**config.mk**
```make
export PLATFORM = sky130hd
export DESIGN_NAME = dac_mode_regs
export DESIGN_NICKNAME = d
export VERILOG_FILES = /design/src/dac_mode_pkg.sv /design/src/edge_sync.sv /design/src/word_shifter.sv /design/src/dac_mode_regs.sv
export VERILOG_INCLUDE_DIRS = /design/src /design/src/src
export SDC_FILE = /design/constraint.sdc
export NUM_CORES = 1
export LEC_CHECK = 0
export ABC_AREA = 1
export BUFFER_PORTS_ARGS = -buffer_cell sky130_fd_sc_hd__buf_2
export CAP_MARGIN = 0
export CORE_AREA = 2 2 102 104
export DETAILED_ROUTE_END_ITERATION = 10
export DIE_AREA = 0 0 104 106
export PLACE_DENSITY_LB_ADDON = 0.15
export SYNTH_ARGS = -nofsm -noshare
export SYNTH_HDL_FRONTEND = slang
export SYNTH_SLANG_ARGS = --single-unit
```
**constraint.sdc**
```tcl
create_clock -name mclk_in -period 1.8 [get_ports mclk_in]
set_input_delay 0.45 -clock mclk_in [delete_from_list [all_inputs] [get_ports mclk_in]]
set_output_delay 0.45 -clock mclk_in [all_outputs]
set_load 0.005 [all_outputs]
```
**src/dac_mode_defines.svh**
```systemverilog
`ifndef DAC_MODE_DEFINES_SVH
`define DAC_MODE_DEFINES_SVH
// Contract
// (RL1) Top bit 1 reads, 0 writes
// (RL2) Indices 22, 23 read-only; 23 holds identity
// (RL3) Output disable bit defaults to enabled
// (RL4) Shared pin select resets to data input
// (RL5) Bypass stereo select resets to monaural
// (RL6) Rolloff select resets to sharp
// (RL7) Infinite zero mute resets disabled
// (RL8) Soft system reset defaults to normal
// (RL9) Bitstream mode resets disabled
// (RL10) Filter bypass resets to internal filter
// (RL11) Mono defaults stereo; source defaults left
// (RL12) Oversample field resets to 64 times
// (RL13) Linear zero output on; bitstream zero off
// (RL14) Zero flags read back per channel
// (RL15) Bitstream mode: deemph field picks FIR
// (RL16) Bitstream mode: rate field picks FIR rate
// (RL17) Word: direction, 7-bit index, 8 data
// (RL18) Write after 16th clock; read after 8th
// (RL19) Reserved bits read zero, ignore writes
// (RL20) Unmapped index reads zero, changes nothing

// ****************************************
// Register indices
// ****************************************
`define IDX_ATT_LEFT    7'h10
`define IDX_ATT_RIGHT   7'h11
`define IDX_FORMAT      7'h12
`define IDX_OUT_FILTER  7'h13
`define IDX_SYS_MODE    7'h14
`define IDX_ZERO_OUT    7'h15
`define IDX_ZERO_STAT   7'h16
`define IDX_IDENTITY    7'h17

// ****************************************
// Reset values and writable masks
// ****************************************
`define RST_ATT         8'hff
`define RST_FORMAT      8'h50
`define RST_OUT_FILTER  8'h00
`define RST_SYS_MODE    8'h00
`define RST_ZERO_OUT    8'h01
`define MASK_SYS_MODE   8'h7f
`define MASK_ZERO_OUT   8'h07

// ****************************************
// Field positions
// ****************************************
`define BIT_ANALOG_DIS  4
`define BIT_PIN_SEL     3
`define BIT_BYP_STEREO  2
`define BIT_ROLLOFF     1
`define BIT_INF_MUTE    0
`define BIT_SOFT_RST    6
`define BIT_BITSTREAM   5
`define BIT_FILT_BYP    4
`define BIT_MONO        3
`define BIT_MONO_SRC    2
`define BIT_LIN_ZERO    0

// ****************************************
// Word layout
// ****************************************
`define WORD_BITS       16
`define DIR_BIT         15
`define HEAD_BITS       8
`endif

```
**src/dac_mode_pkg.sv**
```systemverilog
package dac_mode_pkg;
	// Oversample rate encodings
	typedef enum logic [1:0] {
		os_x64_type_val  = 2'h0,
		os_x128_type_val = 2'h1,
		os_x32_type_val  = 2'h2
	} os_rate_type;
	// Serial port phases, one-hot
	typedef enum logic [2:0] {
		st_idle = 3'h1,
		st_head = 3'h2,
		st_data = 3'h4
	} port_state_type;
endpackage

```
**src/edge_sync.sv**
```systemverilog
`timescale 1ns/100ps
`include "dac_mode_defines.svh"
// ****************************************
// Two-stage synchroniser with rise/fall
// ****************************************
module edge_sync (
	input  wire logic mclk_in,
	input  wire logic rstn_in,
	input  wire logic raw_in,
	output logic      level_out,
	output logic      rise_out,
	output logic      fall_out
);
	logic meta_reg;  // First stage, read only by next stage
	logic sync_reg;  // Second stage
	logic last_reg;  // Delayed copy for edges

	// Shift chain; edges come from stages two and three only
	always_ff @(posedge mclk_in) begin
		if (!rstn_in) begin
			meta_reg <= 1'b0;
			sync_reg <= 1'b0;
			last_reg <= 1'b0;
		end else begin
			meta_reg <= raw_in;
			sync_reg <= meta_reg;
			last_reg <= sync_reg;
		end
	end

	assign level_out = sync_reg;
	assign rise_out  = sync_reg & ~last_reg;
	assign fall_out  = ~sync_reg & last_reg;
endmodule

```
**src/word_shifter.sv**
```systemverilog
`timescale 1ns/100ps
`include "dac_mode_defines.svh"
// ****************************************
// Serial word shifter and bit counter
// ****************************************
module word_shifter (
	input  wire logic        mclk_in,
	input  wire logic        rstn_in,
	input  wire logic        clear_in,
	input  wire logic        shift_in,
	input  wire logic        bit_in,
	output logic [15:0]      word_out,
	output logic [4:0]       count_out
);
	// Shift in MSB first; count saturates at a full word
	always_ff @(posedge mclk_in) begin
		if (!rstn_in || clear_in) begin
			word_out  <= 16'h0000;
			count_out <= 5'h00;
		end else if (shift_in) begin
			word_out <= {word_out[14:0], bit_in}; // RL17
			if (count_out != 5'(`WORD_BITS))
				count_out <= count_out + 5'h01;
		end
	end
endmodule

```
**src/dac_mode_regs.sv**
```systemverilog
`timescale 1ns/100ps
`include "dac_mode_defines.svh"
// ****************************************
// Mode register bank behind serial port
// ****************************************
module dac_mode_regs #(
	parameter logic [4:0] IDENTITY = 5'h0a  // Arbitrary value
) (
	input  wire logic                  mclk_in,
	input  wire logic                  rstn_in,
	input  wire logic                  sel_n_in,     // Port enable, low
	input  wire logic                  sclk_in,      // Port bit clock
	input  wire logic                  sdi_in,       // Port data in
	input  wire logic                  left_zero_in,
	input  wire logic                  right_zero_in,
	output logic                       sdo_out,
	output logic                       sdo_oe_out,
	output logic [7:0]                 left_atten_out,
	output logic [7:0]                 right_atten_out,
	output logic [7:0]                 format_out,
	output logic                       analog_output_disable_out,
	output logic                       shared_pin_select_out,
	output logic                       bypass_stereo_select_out,
	output logic                       rolloff_select_out,
	output logic                       infinite_zero_mute_en_out,
	output logic                       phase_reverse_out,
	output logic [1:0]                 atten_rate_out,
	output logic                       soft_system_reset_out,
	output logic                       bitstream_mode_en_out,
	output logic                       filter_bypass_en_out,
	output logic                       mono_en_out,
	output logic                       mono_source_pick_out,
	output dac_mode_pkg::os_rate_type  oversample_rate_sel_out,
	output logic [1:0]                 deemph_rate_select_out,
	output logic [1:0]                 fir_perf_select_out,
	output logic [1:0]                 fir_rate_select_out,
	output logic                       linear_zero_output_en_out,
	output logic [1:0]                 bitstream_zero_output_out
);
	import dac_mode_pkg::*;

	// ****************************************
	// Port front end
	// ****************************************
	logic           sel_lvl;     // Synchronised enable, high in a frame
	logic           clk_rise;    // Sample point
	logic           clk_fall;    // Output change point
	logic           dat_lvl;     // Synchronised data
	logic [15:0]    word;        // Bits gathered so far
	logic [4:0]     count;       // Bits gathered so far
	logic           shift_en;    // Take a bit
	port_state_type state_reg;   // Frame phase
	port_state_type state_next;  // Next phase
	logic           dir_reg;     // Latched direction
	logic [6:0]     idx_reg;     // Latched index
	logic [7:0]     rd_shift_reg;// Read data going out
	logic           wr_done_reg; // One write per frame

	// Data is synchronised alongside the clock so both share latency.
	// The enable is inverted first: the synchroniser resets to zero,
	// which then reads as idle, so no false frame opens after reset.
	edge_sync u_sel (
		.mclk_in  (mclk_in),
		.rstn_in  (rstn_in),
		.raw_in   (!sel_n_in),
		.level_out(sel_lvl),
		.rise_out (),
		.fall_out ()
	);
	edge_sync u_clk (
		.mclk_in  (mclk_in),
		.rstn_in  (rstn_in),
		.raw_in   (sclk_in),
		.level_out(),
		.rise_out (clk_rise),
		.fall_out (clk_fall)
	);
	edge_sync u_dat (
		.mclk_in  (mclk_in),
		.rstn_in  (rstn_in),
		.raw_in   (sdi_in),
		.level_out(dat_lvl),
		.rise_out (),
		.fall_out ()
	);

	// Bits are taken only inside an open frame
	assign shift_en = clk_rise && sel_lvl && state_reg != st_idle;

	word_shifter u_shift (
		.mclk_in  (mclk_in),
		.rstn_in  (rstn_in),
		.clear_in (state_reg == st_idle),
		.shift_in (shift_en),
		.bit_in   (dat_lvl),
		.word_out (word),
		.count_out(count)
	);

	// ****************************************
	// Register storage
	// ****************************************
	logic [7:0] att_l_reg;
	logic [7:0] att_r_reg;
	logic [7:0] fmt_reg;
	logic [7:0] filt_reg;
	logic [7:0] sys_reg;
	logic [7:0] zout_reg;
	logic [1:0] zflag_reg;   // Sampled zero detectors

	// Read mux; unmapped and reserved bits give zero
	function automatic logic [7:0] read_value(input logic [6:0] idx);
		unique case (idx)
			`IDX_ATT_LEFT:   read_value = att_l_reg;
			`IDX_ATT_RIGHT:  read_value = att_r_reg;
			`IDX_FORMAT:     read_value = fmt_reg;
			`IDX_OUT_FILTER: read_value = filt_reg;
			`IDX_SYS_MODE:   read_value = sys_reg & `MASK_SYS_MODE; // RL19
			`IDX_ZERO_OUT:   read_value = zout_reg & `MASK_ZERO_OUT; // RL19
			`IDX_ZERO_STAT:  read_value = {6'h00, zflag_reg}; // RL14
			`IDX_IDENTITY:   read_value = {3'h0, IDENTITY}; // RL2
			default:         read_value = 8'h00; // RL20
		endcase
	endfunction

	// ****************************************
	// Frame sequencing
	// ****************************************
	// Enable low starts a frame; enable high always ends it
	always_comb begin
		state_next = state_reg;
		unique case (state_reg)
			st_idle: if (sel_lvl) begin
				state_next = st_head;
			end
			st_head: if (!sel_lvl) begin
				state_next = st_idle;
			end else if (count == 5'(`HEAD_BITS)) begin
				state_next = st_data;
			end
			st_data: if (!sel_lvl) begin
				state_next = st_idle;
			end
			default: state_next = st_idle;
		endcase
	end

	// Phase register
	always_ff @(posedge mclk_in) begin
		if (!rstn_in)
			state_reg <= st_idle;
		else
			state_reg <= state_next;
	end

	// Latch direction and index after eight bits
	always_ff @(posedge mclk_in) begin
		if (!rstn_in) begin
			dir_reg <= 1'b0;
			idx_reg <= 7'h00;
		end else if (state_reg == st_head &&
		             count == 5'(`HEAD_BITS)) begin
			dir_reg <= word[7]; // RL1
			idx_reg <= word[6:0]; // RL17
		end
	end

	// Read data loads after the eighth bit, then shifts on falls
	always_ff @(posedge mclk_in) begin
		if (!rstn_in || state_reg == st_idle) begin
			rd_shift_reg <= 8'h00;
			sdo_out      <= 1'b0;
			sdo_oe_out   <= 1'b0;
		end else if (state_reg == st_head &&
		             count == 5'(`HEAD_BITS)) begin
			// Read word is presented only for read frames
			rd_shift_reg <= read_value(word[6:0]); // RL18
			sdo_oe_out   <= word[7]; // RL1
		end else if (state_reg == st_data && clk_fall && dir_reg) begin
			sdo_out      <= rd_shift_reg[7]; // RL18
			rd_shift_reg <= {rd_shift_reg[6:0], 1'b0};
		end
	end

	// Write strobe occurs once, on the sixteenth bit
	always_ff @(posedge mclk_in) begin
		if (!rstn_in || state_reg == st_idle)
			wr_done_reg <= 1'b0;
		else if (state_reg == st_data && count == 5'(`WORD_BITS))
			wr_done_reg <= 1'b1;
	end

	// ****************************************
	// Register writes
	// ****************************************
	logic       wr_hit;     // Write completes this cycle
	logic [7:0] wr_data;    // Data byte of the word
	assign wr_hit  = state_reg == st_data && count == 5'(`WORD_BITS)
	               && !wr_done_reg && !dir_reg; // RL18
	assign wr_data = word[7:0];

	// Writable registers; 22, 23 and others fall through untouched
	always_ff @(posedge mclk_in) begin
		if (!rstn_in) begin
			att_l_reg <= `RST_ATT;
			att_r_reg <= `RST_ATT;
			fmt_reg   <= `RST_FORMAT;
			filt_reg  <= `RST_OUT_FILTER; // RL3 RL4 RL5 RL6 RL7
			sys_reg   <= `RST_SYS_MODE; // RL8 RL9 RL10 RL11 RL12
			zout_reg  <= `RST_ZERO_OUT; // RL13
		end else if (wr_hit) begin
			unique case (idx_reg)
				`IDX_ATT_LEFT:   att_l_reg <= wr_data;
				`IDX_ATT_RIGHT:  att_r_reg <= wr_data;
				`IDX_FORMAT:     fmt_reg   <= wr_data;
				`IDX_OUT_FILTER: filt_reg  <= wr_data;
				`IDX_SYS_MODE:   sys_reg   <= wr_data & `MASK_SYS_MODE;
				`IDX_ZERO_OUT:   zout_reg  <= wr_data & `MASK_ZERO_OUT;
				default: begin
					// Status, identity and unmapped: ignored
					att_l_reg <= att_l_reg; // RL2 RL20
				end
			endcase
		end
	end

	// Zero detectors sampled each cycle for readback
	always_ff @(posedge mclk_in) begin
		if (!rstn_in)
			zflag_reg <= 2'h0;
		else
			zflag_reg <= {right_zero_in, left_zero_in}; // RL14
	end

	// ****************************************
	// Decoded controls, each from a flip-flop
	// ****************************************
	always_ff @(posedge mclk_in) begin
		if (!rstn_in) begin
			left_atten_out            <= `RST_ATT;
			right_atten_out           <= `RST_ATT;
			format_out                <= `RST_FORMAT;
			analog_output_disable_out <= 1'b0;
			shared_pin_select_out     <= 1'b0;
			bypass_stereo_select_out  <= 1'b0;
			rolloff_select_out        <= 1'b0;
			infinite_zero_mute_en_out <= 1'b0;
			phase_reverse_out         <= 1'b0;
			atten_rate_out            <= 2'h0;
			soft_system_reset_out     <= 1'b0;
			bitstream_mode_en_out     <= 1'b0;
			filter_bypass_en_out      <= 1'b0;
			mono_en_out               <= 1'b0;
			mono_source_pick_out      <= 1'b0;
			oversample_rate_sel_out   <= os_x64_type_val;
			deemph_rate_select_out    <= 2'h0;
			fir_perf_select_out       <= 2'h0;
			fir_rate_select_out       <= 2'h0;
			linear_zero_output_en_out <= 1'b1;
			bitstream_zero_output_out <= 2'h0;
		end else begin
			left_atten_out            <= att_l_reg;
			right_atten_out           <= att_r_reg;
			format_out                <= fmt_reg;
			analog_output_disable_out <= filt_reg[`BIT_ANALOG_DIS]; // RL3
			shared_pin_select_out     <= filt_reg[`BIT_PIN_SEL]; // RL4
			bypass_stereo_select_out  <= filt_reg[`BIT_BYP_STEREO]; // RL5
			rolloff_select_out        <= filt_reg[`BIT_ROLLOFF]; // RL6
			infinite_zero_mute_en_out <= filt_reg[`BIT_INF_MUTE]; // RL7
			phase_reverse_out         <= filt_reg[7];
			atten_rate_out            <= filt_reg[6:5];
			soft_system_reset_out     <= sys_reg[`BIT_SOFT_RST]; // RL8
			bitstream_mode_en_out     <= sys_reg[`BIT_BITSTREAM]; // RL9
			filter_bypass_en_out      <= sys_reg[`BIT_FILT_BYP]; // RL10
			mono_en_out               <= sys_reg[`BIT_MONO]; // RL11
			mono_source_pick_out      <= sys_reg[`BIT_MONO_SRC]; // RL11
			oversample_rate_sel_out   <= os_rate_type'(sys_reg[1:0]); // RL12
			// Shared fields steer the FIR only in bitstream mode
			deemph_rate_select_out    <= sys_reg[`BIT_BITSTREAM] ?
			                             2'h0 : fmt_reg[3:2];
			fir_perf_select_out       <= sys_reg[`BIT_BITSTREAM] ?
			                             fmt_reg[3:2] : 2'h0; // RL15
			fir_rate_select_out       <= sys_reg[`BIT_BITSTREAM] ?
			                             sys_reg[1:0] : 2'h0; // RL16
			linear_zero_output_en_out <= zout_reg[`BIT_LIN_ZERO]; // RL13
			bitstream_zero_output_out <= zout_reg[2:1]; // RL13
		end
	end

	// ****************************************
	// Checks
	// ****************************************
	// All writable storage, for checks that nothing moved
	logic [47:0] bank_all;
	assign bank_all = {att_l_reg, att_r_reg, fmt_reg,
	                   filt_reg, sys_reg, zout_reg};

	// Frame-level checks
	a_status_no_write: assert property (@(posedge mclk_in) // RL2
		disable iff (!rstn_in)
		(wr_hit && idx_reg >= `IDX_ZERO_STAT) |=> $stable(bank_all))
		else $error("status index accepted a write");
	a_unmapped_no_write: assert property (@(posedge mclk_in) // RL20
		disable iff (!rstn_in)
		(wr_hit && idx_reg < `IDX_ATT_LEFT) |=> $stable(bank_all))
		else $error("unmapped index accepted a write");
	a_write_no_drive: assert property (@(posedge mclk_in) // RL1
		disable iff (!rstn_in)
		(state_reg == st_data && !dir_reg) |-> !sdo_oe_out)
		else $error("write frame drove read data");
	a_write_once: assert property (@(posedge mclk_in) // RL18
		disable iff (!rstn_in) wr_hit |=> !wr_hit)
		else $error("write strobe repeated");
	a_oe_idle_low: assert property (@(posedge mclk_in) // RL18
		disable iff (!rstn_in)
		(state_reg == st_idle) |=> !sdo_oe_out)
		else $error("read drive kept outside a frame");
	a_reserved_sys_zero: assert property (@(posedge mclk_in) // RL19
		disable iff (!rstn_in) sys_reg[7] == 1'b0 && zout_reg[7:3] == 5'h00)
		else $error("reserved bits not zero");
	a_write_lands: assert property (@(posedge mclk_in) // RL18
		disable iff (!rstn_in)
		(wr_hit && idx_reg == `IDX_OUT_FILTER)
		|=> filt_reg == $past(word[7:0]))
		else $error("write data not stored");
	a_read_no_write: assert property (@(posedge mclk_in) // RL1
		disable iff (!rstn_in)
		(state_reg == st_data && dir_reg) |=> $stable(bank_all))
		else $error("read frame wrote a register");
	a_read_drive_en: assert property (@(posedge mclk_in) // RL18
		disable iff (!rstn_in)
		(state_reg == st_head && count == 5'(`HEAD_BITS) && sel_lvl)
		|=> sdo_oe_out == $past(word[7]))
		else $error("read drive not set after header");
	a_zero_flag_follow: assert property (@(posedge mclk_in) // RL14
		disable iff (!rstn_in)
		##1 zflag_reg == $past({right_zero_in, left_zero_in}))
		else $error("zero flags not sampled");
	// Decode checks
	a_fir_rate_map: assert property (@(posedge mclk_in) // RL16
		disable iff (!rstn_in)
		$past(sys_reg[`BIT_BITSTREAM])
		|-> fir_rate_select_out == $past(sys_reg[1:0]))
		else $error("fir rate not taken from rate field");
	a_unmapped_zero: assert property (@(posedge mclk_in) // RL20
		disable iff (!rstn_in)
		read_value(7'h00) == 8'h00 && read_value(7'h18) == 8'h00)
		else $error("unmapped index not zero");
endmodule

```
==> impl_results.md <==
* Synth Cell Area at around 5100 µm²
* Vias in the first global route at roughly 4100
* Hold Slack at 0.0724 ns
* PwrDens at 1100 nW/µm²
* Post-route cell area at 6480 µm²
* Status: completed
* DR pass1 iterations at 6
* Period utilization at 99.1%
* Post-DRT Antenna Nets at 0
* Vias per Instance at 5.03
* # H-tree levels at 4
* Final core utilization at 64.8%
* Cells after Synth at 666
* Routed WL at 12400 µm
* Initial antenna violation count at 0
* Distinct cell type count after synthesis at 31
* TritonCTS clock tree: done
* Area grow syn2layout at 26.8%
* Area contributors post-synth: dfxtp_1 52%, nand2_1 9.5%, nand3_1 6.9%
* # hold bufs at CTS at 0
* Clk root buf: clkbuf_8
* Largest net degree at the start of global routing at 63
* Worst reg2reg path depth at 12
* Total negative slack at 0 ns
* Rows at 37
* Total grt overflow at 0
* Port bufs at 56
* Clk slew on worst S/H paths at 0.06 ns
* # IOs at 57
* Syn Area/Cell at 7.67 µm²
* Post-layout net count at 757
* DR vias at 4512
* Clock Path Buffers at 2
* Slew headroom at 57.7%
* HP Class: in2reg
* Placed cell areas at 5630 µm²
* Share of cells above drive strength 1 at 22.5%
* Drc violations at 0
* RSZ-0062 raised after global routing: yes
* Worst-path fanout max at 8
* Width of the die at around 100 µm
* Pleak at 3.12 nW
* Post-Route Skew at between 0.006 and 0.007 ns
* Setup violators final at 0
* Data arrival, critical path at 2.25 ns
* Core Footprint at roughly 10000 µm²
* Initial Util at 51.1%
* Yosys top cell area share at 52.5%
* CP Launch Type: flop
* Final HPWL DP at a little over 8000 µm
* Commonest register cell after synthesis: dfxtp_1
* Fin. max-slew vios at 0
* Ys async rst share at 0%
* Syn nets at around 680
* Skew-Pair Late Insertion Delay at approximately 0.53 ns
* Die Area at between 10000 and 15000 µm²
* GP Congestion at 0.911
* Synth area leader: dfxtp_1
* Max_cap viols at 0
* Post-synth EDFFs at 0
* Commonest cells in the netlist: 134 x dfxtp_1, 130 x nand2_1, 90 x inv_1
* Hold path depth at 2
* Wire per inst at 13.8 µm
* DIE HEIGHT at 106 µm
* Worst EP required at 2.26 ns
* First-pass GRT wire length at ~20000 µm
* N_diodes at 0
* Worst Setup Path Type: reg2reg
* Peak supply drop at 605 µV
* Actual slew at the worst max-slew pin at 0.632 ns
* TritonCTS Buffers at 17
* GRT Util Overall at between 20% and 30%
* Fin. Hold Viols at 0
* Total clock sinks at 134
* Count leader, synth: dfxtp_1
* Yosys warns at 0
* Iter 0 DRT Violations at 251
* Sequential area share after synthesis at 52.5%
* FMAX at 561 MHz
* Min Tclk post-route at 1.78 ns
* Synth Register Bits at about 130
* CP endpoint kind: flop
==> metal layers <==
metal  wire, µm  up-vias  GRT usage (%)
met5          0        -              0
met4        475        0           12.2
met3        727       32           6.50
met2       5830      148           37.3
met1       5380     2061           26.9
li1           -     2271              -
==> path summary, 6_finish.rpt <==
kind                                      from  slack, ns                          to
max          u_shift.count_out[1]$_SDFFE_PP0P_       0.02     sys_reg[3]$_SDFFE_PN0P_
min                                   sel_n_in       0.07   u_sel.meta_reg$_SDFF_PN0_
max reg2reg  u_shift.count_out[1]$_SDFFE_PP0P_       0.02     sys_reg[3]$_SDFFE_PN0P_
min reg2reg          u_dat.meta_reg$_SDFF_PN0_       0.41  u_dat.level_out$_SDFF_PN0_
==> stage by stage <==
step | setup slack (ns) | std cells | power (mW)
after floorplan | 0.225 | 666 | 3.11
after global placement | 0.0315 | 858 | 3.14
after detailed placement | -0.0178 | 858 | 3.14
after CTS | 0.0102 | 890 | 7.17
after global routing | -0.0678 | 897 | 7.32
final | 0.0168 | 897 | 7.13
==> where the power goes <==
| group | internal [mW] | leakage, nW | switching, mW | total [mW] |
|---|---|---|---|---|
| sequential | 2.98 | 1.08 | 0.00395 | 2.98 |
| clock | 2.78 | 0.333 | 1.28 | 4.06 |
| combinational | 0.0264 | 1.71 | 0.0667 | 0.0932 |
| total | 5.78 | 3.12 | 1.35 | 7.13 |
==> critical path: stages (launching register included) <==
cell and delay [ns]:
dfxtp_2 0.32, inv_2 0.09, ha_4 0.15, nand2_4 0.05
nor3_4 0.20, nand2_2 0.10, inv_2 0.10, nand2_4 0.07
nor2_8 0.25, nand2_8 0.11, nand2_4 0.11, nand2_2 0.04
nor2_1 0.11
==> layout by cell type, fill, tap and decap left out, drive strengths merged <==
cell type / count
o211ai: 1
nand2: 136
dfxtp: 134
buf: 89
nor3: 7
o22ai: 5
clkbuf: 20
nor4: 2
xnor2: 1
nand4: 11
nor2: 83
inv: 93
ha: 2
nor3b: 1
o21ai: 45
a21oi: 30
bufinv: 7
clkinvlp: 3
nand3: 70
o311ai: 1
or2: 14
a211oi: 2
clkinv: 4
==> cell families after synthesis <==
kind of cell	synth area share [%]
flops	52.5
fa+ha+maj	0.490
buf+inv	9.77
simple gates	28.5
xor+xnor	0.171
compound gates	8.57
==> layout make-up <==
cell class / count / area (µm²)
flip-flops and latches: 134 / 2690
clock inverters: 12 / 246
inverters: 95 / 357
well taps: 136 / 170
multi-input cells: 411 / 2020
clock buffers: 20 / 455
repair buffers: 89 / 541
fillers: 882 / 3520
==> what timing repair did <==
item                       in CTS  in global routing
gates resized for setup         2                 26
setup endpoints to repair       8                 52
cloned                          0                  1
pin swaps                       1                  8
hold endpoints to repair        0                  0
setup buffers                   0                  6
Note: power is estimated with default switching activity, not from simulation.
